### config.mk
export PLATFORM = sky130hd
export DESIGN_NAME = tvfm_monitor
export DESIGN_NICKNAME = d
export VERILOG_FILES = /design/src/rtl/tvfm_pkg.sv /design/src/rtl/tvfm_monitor.sv
export SDC_FILE = /design/constraint.sdc
export NUM_CORES = 1
export LEC_CHECK = 0
export BUFFER_PORTS_ARGS = -buffer_cell sky130_fd_sc_hd__buf_2
export CAP_MARGIN = 20
export CORE_MARGIN = 10
export CORE_UTILIZATION = 42
export CTS_BUF_LIST = sky130_fd_sc_hd__clkbuf_4 sky130_fd_sc_hd__clkbuf_8
export CTS_CLUSTER_SIZE = 8
export DETAILED_ROUTE_END_ITERATION = 10
export PLACE_DENSITY = 0.63
export SLEW_MARGIN = 20
export SYNTH_ARGS = -nofsm -noshare
export SYNTH_HDL_FRONTEND = slang
export SYNTH_SLANG_ARGS = --single-unit
### constraint.sdc
create_clock -name clk -period 5.8 [get_ports clk]
set_input_delay 1.16 -clock clk [delete_from_list [all_inputs] [get_ports clk]]
set_output_delay 1.16 -clock clk [all_outputs]
set_load 0.1 [all_outputs]
### src/rtl/tvfm_pkg.sv
// constants, types and helpers for the temperature / input voltage monitor
package tvfm_pkg;

    // ****************************************
    // command codes
    // ****************************************
    localparam logic [7:0] CMD_UT_WARN  = 8'h52;
    localparam logic [7:0] CMD_UT_FAULT = 8'h53;
    localparam logic [7:0] CMD_UT_ACT   = 8'h54;
    localparam logic [7:0] CMD_OV_FAULT = 8'h55;
    localparam logic [7:0] CMD_OV_ACT   = 8'h56;
    localparam logic [7:0] CMD_OV_WARN  = 8'h57;

    // ****************************************
    // reset values
    // ****************************************
    localparam logic [15:0] RST_UT_WARN  = 16'he4e0;
    localparam logic [15:0] RST_UT_FAULT = 16'he490;
    localparam logic [7:0]  RST_ACT      = 8'h80;
    localparam logic [15:0] RST_OV_FAULT = 16'hd3a0;
    localparam logic [15:0] RST_OV_WARN  = 16'hd34d;

    // ****************************************
    // response byte fields
    // ****************************************
    localparam int BEH_HI = 7;
    localparam int BEH_LO = 6;
    localparam int TRY_HI = 5;
    localparam int TRY_LO = 3;
    localparam int TIM_HI = 2;
    localparam int TIM_LO = 0;
    localparam logic [1:0] BEH_IGNORE = 2'h0;
    localparam logic [1:0] BEH_DELAY  = 2'h1;
    localparam logic [1:0] BEH_NOW    = 2'h2;
    localparam logic [1:0] BEH_HOLD   = 2'h3;
    localparam logic [2:0] TRY_NONE   = 3'h0;
    localparam logic [2:0] TRY_FOREVR = 3'h7;

    // ****************************************
    // status bit positions
    // ****************************************
    localparam int SW_OTHER_BIT = 0;
    localparam int SW_TEMP_BIT  = 2;
    localparam int SW_INPUT_BIT = 13;
    localparam int ST_UTF_BIT   = 4;
    localparam int ST_UTW_BIT   = 5;
    localparam int SI_OVW_BIT   = 6;
    localparam int SI_OVF_BIT   = 7;

    // ****************************************
    // l11 decode and timing
    // ****************************************
    localparam int         FIX_W    = 48;
    localparam logic [5:0] FIX_FRAC = 6'h10;
    localparam int CLK_PERIOD_NS = 10;
    localparam int UT_UNIT_NS    = 1000000;
    localparam int OV_UNIT_NS    = 1000000;

    // ****************************************
    // carriers
    // ****************************************
    typedef struct packed {
        logic        valid;
        logic        write;
        logic [7:0]  code;
        logic [15:0] data;
    } tvfm_cmd_t;

    typedef struct packed {
        logic [15:0] word;
        logic [7:0]  temp;
        logic [7:0]  vin;
    } tvfm_status_t;

    // mantissa in low 11 bits, exponent in high 5, result has FIX_FRAC fraction bits
    function automatic logic signed [FIX_W-1:0] tvfm_l11_fix(input logic [15:0] w);
        logic signed [FIX_W-1:0] m;
        logic [5:0]              sh;
        m  = {{(FIX_W-11){w[10]}}, w[10:0]};
        sh = {w[15], w[15:11]} + FIX_FRAC;
        return m <<< sh;
    endfunction : tvfm_l11_fix

endpackage : tvfm_pkg

### src/rtl/tvfm_monitor.sv
// fault response sequencer and the temperature / input voltage command registers
`timescale 1ns/1ps

// ****************************************
// one fault response sequencer
// ****************************************
module tvfm_resp
    import tvfm_pkg::*;
#(
    parameter int UNIT_CYC = 100000
)(
    // clock and reset
    input  wire logic       clk,
    input  wire logic       nrst,
    // fault and setting
    input  wire logic       fault,
    input  wire logic [7:0] action,
    input  wire logic       restart,
    // result
    output logic            off_q
);

    typedef enum logic [4:0] {
        RS_RUN   = 5'h01,
        RS_DELAY = 5'h02,
        RS_OFF   = 5'h04,
        RS_HOLD  = 5'h08,
        RS_LATCH = 5'h10
    } tvfm_rs_t;

    tvfm_rs_t    state_q;
    tvfm_rs_t    state_d;
    logic [31:0] timer_q;
    logic [31:0] timer_d;
    logic [2:0]  tries_q;
    logic [2:0]  tries_d;

    wire logic [1:0]  beh      = action[BEH_HI:BEH_LO];
    wire logic [2:0]  try_set  = action[TRY_HI:TRY_LO];
    wire logic [31:0] tgt      = 32'(action[TIM_HI:TIM_LO]) * 32'(UNIT_CYC); // RL14
    wire logic        expired  = timer_q >= tgt;
    // retries used up, or none allowed: stay off until a restart
    wire logic        give_up  = (try_set == TRY_NONE) ||                  // RL11
                                 ((try_set != TRY_FOREVR) && (tries_q >= try_set)); // RL12
    wire tvfm_rs_t    off_next = give_up ? RS_LATCH : RS_OFF;

    always_comb
    begin
        state_d = state_q;
        timer_d = timer_q + 32'h1;
        tries_d = tries_q;
        case (state_q)
            RS_RUN:
            begin
                timer_d = 32'h0;
                if (fault && beh == BEH_DELAY)      // RL7
                    state_d = RS_DELAY;
                else if (fault && beh == BEH_NOW)   // RL8
                    state_d = off_next;
                else if (fault && beh == BEH_HOLD)  // RL9
                    state_d = RS_HOLD;
            end
            RS_DELAY:
            begin
                // a fault gone before its delay ran out is not acted on
                if (!fault)
                    state_d = RS_RUN;
                else if (expired)                   // RL7
                begin
                    state_d = off_next;
                    timer_d = 32'h0;
                end
            end
            RS_OFF:
            begin
                // re-enable after the spacing time; fault is judged again in run
                if (expired)                        // RL12 RL13
                begin
                    state_d = RS_RUN;
                    if (try_set != TRY_FOREVR)
                        tries_d = tries_q + 3'h1;
                end
            end
            RS_HOLD:
            begin
                if (!fault)                         // RL9
                    state_d = RS_RUN;
            end
            RS_LATCH:
            begin
                timer_d = 32'h0;                    // RL11
            end
            default:
            begin
                state_d = RS_RUN;
            end
        endcase
        if (restart)
        begin
            state_d = RS_RUN;
            tries_d = 3'h0;
            timer_d = 32'h0;
        end
    end

    wire logic off_d = (state_d == RS_OFF) || (state_d == RS_HOLD) ||
                       (state_d == RS_LATCH);       // RL6

    always_ff @(posedge clk)
    begin
        if (!nrst)
        begin
            state_q <= RS_RUN;
            timer_q <= 32'h0;
            tries_q <= 3'h0;
            off_q   <= 1'b0;
        end
        else
        begin
            state_q <= state_d;
            timer_q <= timer_d;
            tries_q <= tries_d;
            off_q   <= off_d;
        end
    end

endmodule : tvfm_resp

// Notes on behaviour
// RL1 - falling below warning sets temp status, alerts
// RL2 - warning threshold word, resets to e4e0
// RL3 - fault threshold word, resets to e490
// RL4 - under-temp fault clears above warning threshold
// RL5 - under-temp response byte resets to 80
// RL6 - behaviour 00 ignores the fault
// RL7 - behaviour 01 delays, disables, then retries
// RL8 - behaviour 10 disables at once, retries
// RL9 - behaviour 11 off only while faulted
// RL10 - fault bits sticky until clear-faults
// RL11 - retry 000 stays off until restart
// RL12 - retry 1-6 restarts that many times
// RL13 - retry 111 restarts forever
// RL14 - time field sets delay and spacing
// RL15 - overvoltage fault word, resets to d3a0
// RL16 - overvoltage response byte resets to 80
// RL17 - above warning sets input status, alerts
// RL18 - overvoltage warning word, resets to d34d
// RL19 - thresholds two bytes, responses one byte
// RL20 - temperature summary in status bit 2
// RL21 - thresholds decoded from l11 before comparing
// RL22 - alert held until clear-faults
module tvfm_monitor
    import tvfm_pkg::*;
#(
    parameter int UT_UNIT_CYC = UT_UNIT_NS / CLK_PERIOD_NS,
    parameter int OV_UNIT_CYC = OV_UNIT_NS / CLK_PERIOD_NS
)(
    // clock and reset
    input  wire logic   clk,
    input  wire logic   nrst,
    // command port
    input  tvfm_cmd_t   cmd,
    input  wire logic   clear_faults,
    input  wire logic   restart,
    // measurements, l11 words
    input  wire logic [15:0] temp_meas,
    input  wire logic [15:0] vin_meas,
    // read answer
    output logic [15:0] rd_data_q,
    output logic        rd_valid_q,
    output logic        cmd_err_q,
    // status and output control
    output tvfm_status_t status_q,
    output logic        alert_n_q,
    output logic        out_en_q
);

    // ****************************************
    // command registers
    // ****************************************
    logic [15:0] utw_q;
    logic [15:0] utf_q;
    logic [7:0]  uta_q;
    logic [15:0] ovf_q;
    logic [7:0]  ova_q;
    logic [15:0] ovw_q;

    wire logic hit_utw = cmd.code == CMD_UT_WARN;
    wire logic hit_utf = cmd.code == CMD_UT_FAULT;
    wire logic hit_uta = cmd.code == CMD_UT_ACT;
    wire logic hit_ovf = cmd.code == CMD_OV_FAULT;
    wire logic hit_ova = cmd.code == CMD_OV_ACT;
    wire logic hit_ovw = cmd.code == CMD_OV_WARN;
    wire logic hit_any = hit_utw | hit_utf | hit_uta | hit_ovf | hit_ova | hit_ovw;
    wire logic wr      = cmd.valid & cmd.write;
    wire logic rd      = cmd.valid & ~cmd.write;

    // byte commands read back in the low byte, upper byte zero
    wire logic [15:0] rd_mux =
        hit_utw ? utw_q :
        hit_utf ? utf_q :
        hit_uta ? {8'h0, uta_q} :
        hit_ovf ? ovf_q :
        hit_ova ? {8'h0, ova_q} :
        hit_ovw ? ovw_q : 16'h0;                       // RL19

    always_ff @(posedge clk)
    begin
        if (!nrst)
        begin
            utw_q <= RST_UT_WARN;                      // RL2
            utf_q <= RST_UT_FAULT;                     // RL3
            uta_q <= RST_ACT;                          // RL5
            ovf_q <= RST_OV_FAULT;                     // RL15
            ova_q <= RST_ACT;                          // RL16
            ovw_q <= RST_OV_WARN;                      // RL18
        end
        else
        begin
            if (wr && hit_utw) utw_q <= cmd.data;
            if (wr && hit_utf) utf_q <= cmd.data;
            if (wr && hit_uta) uta_q <= cmd.data[7:0]; // RL19
            if (wr && hit_ovf) ovf_q <= cmd.data;
            if (wr && hit_ova) ova_q <= cmd.data[7:0];
            if (wr && hit_ovw) ovw_q <= cmd.data;
        end
    end

    always_ff @(posedge clk)
    begin
        if (!nrst)
        begin
            rd_data_q  <= 16'h0;
            rd_valid_q <= 1'b0;
            cmd_err_q  <= 1'b0;
        end
        else
        begin
            rd_data_q  <= rd ? rd_mux : 16'h0;
            rd_valid_q <= rd & hit_any;
            cmd_err_q  <= cmd.valid & ~hit_any;
        end
    end

    // ****************************************
    // threshold comparison
    // ****************************************
    wire logic signed [FIX_W-1:0] temp_fix = tvfm_l11_fix(temp_meas);  // RL21
    wire logic signed [FIX_W-1:0] vin_fix  = tvfm_l11_fix(vin_meas);
    wire logic signed [FIX_W-1:0] utw_fix  = tvfm_l11_fix(utw_q);
    wire logic signed [FIX_W-1:0] utf_fix  = tvfm_l11_fix(utf_q);
    wire logic signed [FIX_W-1:0] ovf_fix  = tvfm_l11_fix(ovf_q);
    wire logic signed [FIX_W-1:0] ovw_fix  = tvfm_l11_fix(ovw_q);

    wire logic ut_warn_now  = temp_fix < utw_fix;      // RL1
    wire logic ut_fault_now = temp_fix < utf_fix;      // RL3
    wire logic ut_clear_now = temp_fix > utw_fix;
    wire logic ov_warn_now  = vin_fix > ovw_fix;       // RL17
    wire logic ov_fault_now = vin_fix > ovf_fix;

    // fault level with hysteresis: drops only once above the warning level
    logic ut_fault_q;
    wire logic ut_fault_d = ut_fault_now | (ut_fault_q & ~ut_clear_now); // RL4

    // ****************************************
    // sticky status, set wins over clear
    // ****************************************
    wire logic utw_st_d = ut_warn_now | (status_q.temp[ST_UTW_BIT] & ~clear_faults);
    wire logic utf_st_d = ut_fault_d  | (status_q.temp[ST_UTF_BIT] & ~clear_faults); // RL10
    wire logic ovw_st_d = ov_warn_now | (status_q.vin[SI_OVW_BIT] & ~clear_faults);
    wire logic ovf_st_d = ov_fault_now | (status_q.vin[SI_OVF_BIT] & ~clear_faults); // RL10

    tvfm_status_t status_d;
    always_comb
    begin
        status_d = '0;
        status_d.temp[ST_UTW_BIT]   = utw_st_d;                  // RL1
        status_d.temp[ST_UTF_BIT]   = utf_st_d;
        status_d.vin[SI_OVW_BIT]    = ovw_st_d;                  // RL17
        status_d.vin[SI_OVF_BIT]    = ovf_st_d;
        status_d.word[SW_TEMP_BIT]  = utw_st_d | utf_st_d;       // RL20
        status_d.word[SW_INPUT_BIT] = ovw_st_d | ovf_st_d;       // RL17
        status_d.word[SW_OTHER_BIT] = ovw_st_d | ovf_st_d;
    end

    always_ff @(posedge clk)
    begin
        if (!nrst)
        begin
            ut_fault_q <= 1'b0;
            status_q   <= '0;
            alert_n_q  <= 1'b1;
        end
        else
        begin
            ut_fault_q <= ut_fault_d;
            status_q   <= status_d;
            alert_n_q  <= ~(|status_d.temp | |status_d.vin);    // RL22
        end
    end

    // ****************************************
    // fault responses
    // ****************************************
    logic ut_off_q;
    logic ov_off_q;

    tvfm_resp #(
        .UNIT_CYC (UT_UNIT_CYC)
    ) u_ut_resp (
        .clk     (clk),
        .nrst    (nrst),
        .fault   (ut_fault_q),
        .action  (uta_q),
        .restart (restart),
        .off_q   (ut_off_q)
    );

    tvfm_resp #(
        .UNIT_CYC (OV_UNIT_CYC)
    ) u_ov_resp (
        .clk     (clk),
        .nrst    (nrst),
        .fault   (ov_fault_now),
        .action  (ova_q),
        .restart (restart),
        .off_q   (ov_off_q)
    );

    always_ff @(posedge clk)
    begin
        if (!nrst)
            out_en_q <= 1'b0;
        else
            out_en_q <= ~(ut_off_q | ov_off_q);                 // RL6
    end

endmodule : tvfm_monitor

==> flow_summary.toml <==
[sta]
setup_viol = 0
tightestPinTransition_ns = 1.01
final.setup.worst_slack_ns = 0.928
period_minus_slack_ns = 4.87
max_freq_mhz = 205
slew_violations = 0
post-route-period-util_pct = 84.0
setup-tns-final_ns = 0
rsz0062_at_grt = "no"
slew_headroom_pct = 32.6
clock_skew_ns = 0.0162
finalHoldViolCount = 0

[yosys]
synth_cells = 2528
synthMuxAreaShare_pct = 8.42
synthTopCellsByArea = "dfxtp_1 (20%), ha_1 (15%), nand2_1 (7.0%)"
synth_flop_cell = "dfxtp_1"
ys_warn_count = 0
synth_edf_count = 0
yosys-top-cells-count = "nand2_1 (348), nor2_1 (264), ha_1 (225)"
post-synth-top-area-cell = "dfxtp_1"
syn_area_sq_um = 18600
synth-compound-area-share_pct = 23.4
synth_xor_area_share_pct = 3.44
yosys.cell_count.top_type = "nand2_1"
ys_ff_latch = 189
synth_top_area_share_pct = 20.3
synth_top_family_by_area = "simple AND/OR/NAND/NOR gates"
syn_area_per_cell_sq_um = 7.36
async_flop_share_pct = 0
synth_cell_type_count = 86
synth-adder-area-share_pct = 15.1
synthSimpleGateAreaFrac_pct = 23.7
seq_area_frac_synth_pct = 20.3

[die]
die-area_sq_um = 53100
die_h_um = 230
rows = 77
initial_core_util_pct = 42.3
io_pins = 114
core_area_sq_um = 44000
die_width_um = 230

[cells_and_area]
drive_gt1_share_pct = 7.99
syn_to_final_growth_pct = 5.97
n_fill_cell = 4507
nNetsFinal = 2801
register_area_sq_um = 3780
multi_input_area_sq_um = 13900
fin_cells = 3121
utilization_pct = 44.8

[setup_path]
critPathLaunch = "ovf_q[12]$_SDFFE_PN1P_"
cp-start-kind = "flip-flop"
cp_data_arrival_time_ns = 5.28
r2r_cells = 15
worstSetupPathType = "flip-flop to flip-flop"
crit_path_end_kind = "flip-flop"
path_max_fanout = 20
r2r_end = "u_ov_resp.state_q[3]$_SDFF_PN0_"
r2r_slack_ns = 0.93
endpoint = "u_ov_resp.state_q[3]$_SDFF_PN0_"
required_ns = 6.21
r2r_start = "ovf_q[12]$_SDFFE_PN1P_"

[drt]
drc_errors = 0
drtPass1Iterations = 6
via_count = 18467
drt-total-wl_um = 60300
drt_iter0_drc = 1830
wl_per_cell_um = 19.3
detail-route-antenna-nets = 0
met3_length_um = 3900
viasPerCell = 5.92
wl_met2_um = 27400
top_layer_used = "met5"
routedLengthMet1_um = 27500

[pwr]
power_switching_share_pct = 35.8
clkPwrFrac_pct = 31.4
seqPwrFrac_pct = 44.7
leakagePower_nw = 8.30
p_per_area_nw_per_um2 = 150
irDropWorstVdd_mv = 0.223
p_sw_w = 0.00105
combPwrFrac_pct = 24.0
power.internal_w = 0.00189

[placed_design]
portBuffers = 88
place_congestion = 1.01
dp_slack_ns = 0.522
dp_hpwl_um = 48400
place_inst = 3087

[global_routing]
antenna_found_initial = 6
grt_pass1_wl_um = 95300
grt_max_degree = 55
grt_overflow = 0
grt_pass1_vias = 17312
grt_util_all_layers_pct = 22.0

[run_status]
status = "complete, no violations"

[clocking]
clkTransAtPathRegs_ns = 0.11
cts-root-buf = "clkbuf_8"
cts.repair.resized = 0
cts.path.max_buffers = 2
cts_made_buffers = 17
cts_tree = "built"
numClockSinks = 189
clock_latency_ns = 0.51
postCtsSetupBuffers = 0
htreeDepth = 4
cts_hold_buffers = 0

[worst_hold_path]
hp-class = "flip-flop to flip-flop"

[flow_run]
drv_cap = 0
-- routing by layer --
layer | track usage, % | vias up
met5 | 0 | -
met4 | 6.27 | 8
met3 | 3.05 | 111
met2 | 35.4 | 607
met1 | 30.2 | 8728
li1 | - | 9013
-- final cells by class --
cell class | instances | share of cell area, %
Sequential cell | 189 | 19.2
Clock inverter | 14 | 0.882
Timing Repair Buffer | 103 | 2.80
Inverter | 83 | 1.58
Multi-Input combinational cell | 2120 | 70.5
Clock buffer | 18 | 1.22
Tap cell | 592 | 3.76
Antenna cell | 2 | 0.0254
-- sequential cells by signal, summed over array words and instances, names as in the netlist, 3 cells and up --
name,count
utw_q,16
ovf_q,16
rd_data_q,16
u_ut_resp.timer_q,32
ova_q,8
ovw_q,16
u_ut_resp.state_q,5
u_ov_resp.timer_q,32
utf_q,16
u_ov_resp.tries_q,3
status_q,6
u_ov_resp.state_q,5
u_ut_resp.tries_q,3
uta_q,8
-- placed cells by master, fill, tap and decap left out, drive strengths merged, types with 7 or more instances in the layout --
cell type,instances
o31a,8
a22oi,24
mux2i,104
nor3,48
nand3b,9
a31oi,18
and4,10
mux4,12
nand4,35
or2,12
dfxtp,189
nand3,98
o21ai,170
o211ai,30
ha,225
a211oi,24
and3,26
nor4,7
clkbuf,18
nand2,348
o22ai,21
mux2,21
inv,82
clkinv,12
a21boi,35
buf,103
o21a,28
and2,26
o31ai,8
or3,8
a21oi,216
conb,25
nand2b,27
nor2b,31
o221ai,8
a21o,57
xnor2,39
xor2,34
nor2,265
-- power groups by stage --
stage	logic, W	clock network (W)	registers (W)
after global placement	0.000678	0	0.00135
after global routing	0.000768	0.000998	0.00132
final	0.000706	0.000925	0.00132
after detailed placement	0.000690	0	0.00135
after floorplan	0.000475	0	0.00138
after CTS	0.000693	0.000947	0.00132
-- critical path, stage by stage (launching register included) --
cell      delay, ns
dfxtp_1        0.83
mux2_2         0.42
o21ai_0        0.48
o21ai_0        0.23
o21ba_2        0.25
a21boi_0       0.25
ha_1           0.30
a21o_1         0.18
a21o_1         0.17
a21o_1         0.16
a21oi_1        0.11
o21ai_1        0.17
or3_1          0.42
a21oi_2        0.42
a21oi_1        0.12
o221a_1        0.25
-- kinds of logic after synthesis --
| family | Yosys count |
|---|---|
| AOI/OAI and AO/OA | 698 |
| xor gates and xnor gates | 73 |
| adders and majority gates | 225 |
| buffers and inverters | 243 |
| DFF | 189 |
| muxes | 137 |
| other | 1 |
| and+or+nand+nor | 962 |
-- per-stage QoR --
stage | hold WS, ns | total power, W | area (sq um)
finish | 0.422 | 0.00295 | 19700
global route | 0.420 | 0.00309 | 19700
CTS | 0.419 | 0.00296 | 19700
detailed placement | 0.419 | 0.00204 | 19300
global placement | 0.411 | 0.00203 | 19300
floorplan | 0.373 | 0.00186 | 18700
-- how the worst min path moves through the flow --
stage / slack, ns / endpoint / depth (start not counted) / start
6_report: 0.42 / out_en_q$_SDFF_PN0_ / 1 / u_ut_resp.off_q$_SDFF_PN0_
5_1_grt: 0.42 / out_en_q$_SDFF_PN0_ / 1 / u_ut_resp.off_q$_SDFF_PN0_
4_1_cts: 0.42 / out_en_q$_SDFF_PN0_ / 1 / u_ut_resp.off_q$_SDFF_PN0_
3_5_place_dp: 0.42 / out_en_q$_SDFF_PN0_ / 1 / u_ut_resp.off_q$_SDFF_PN0_
3_3_place_gp: 0.41 / out_en_q$_SDFF_PN0_ / 1 / u_ut_resp.off_q$_SDFF_PN0_
2_1_floorplan: 0.37 / out_en_q$_SDFF_PN0_ / 1 / u_ut_resp.off_q$_SDFF_PN0_
Note: power is estimated with default switching activity, not from simulation.
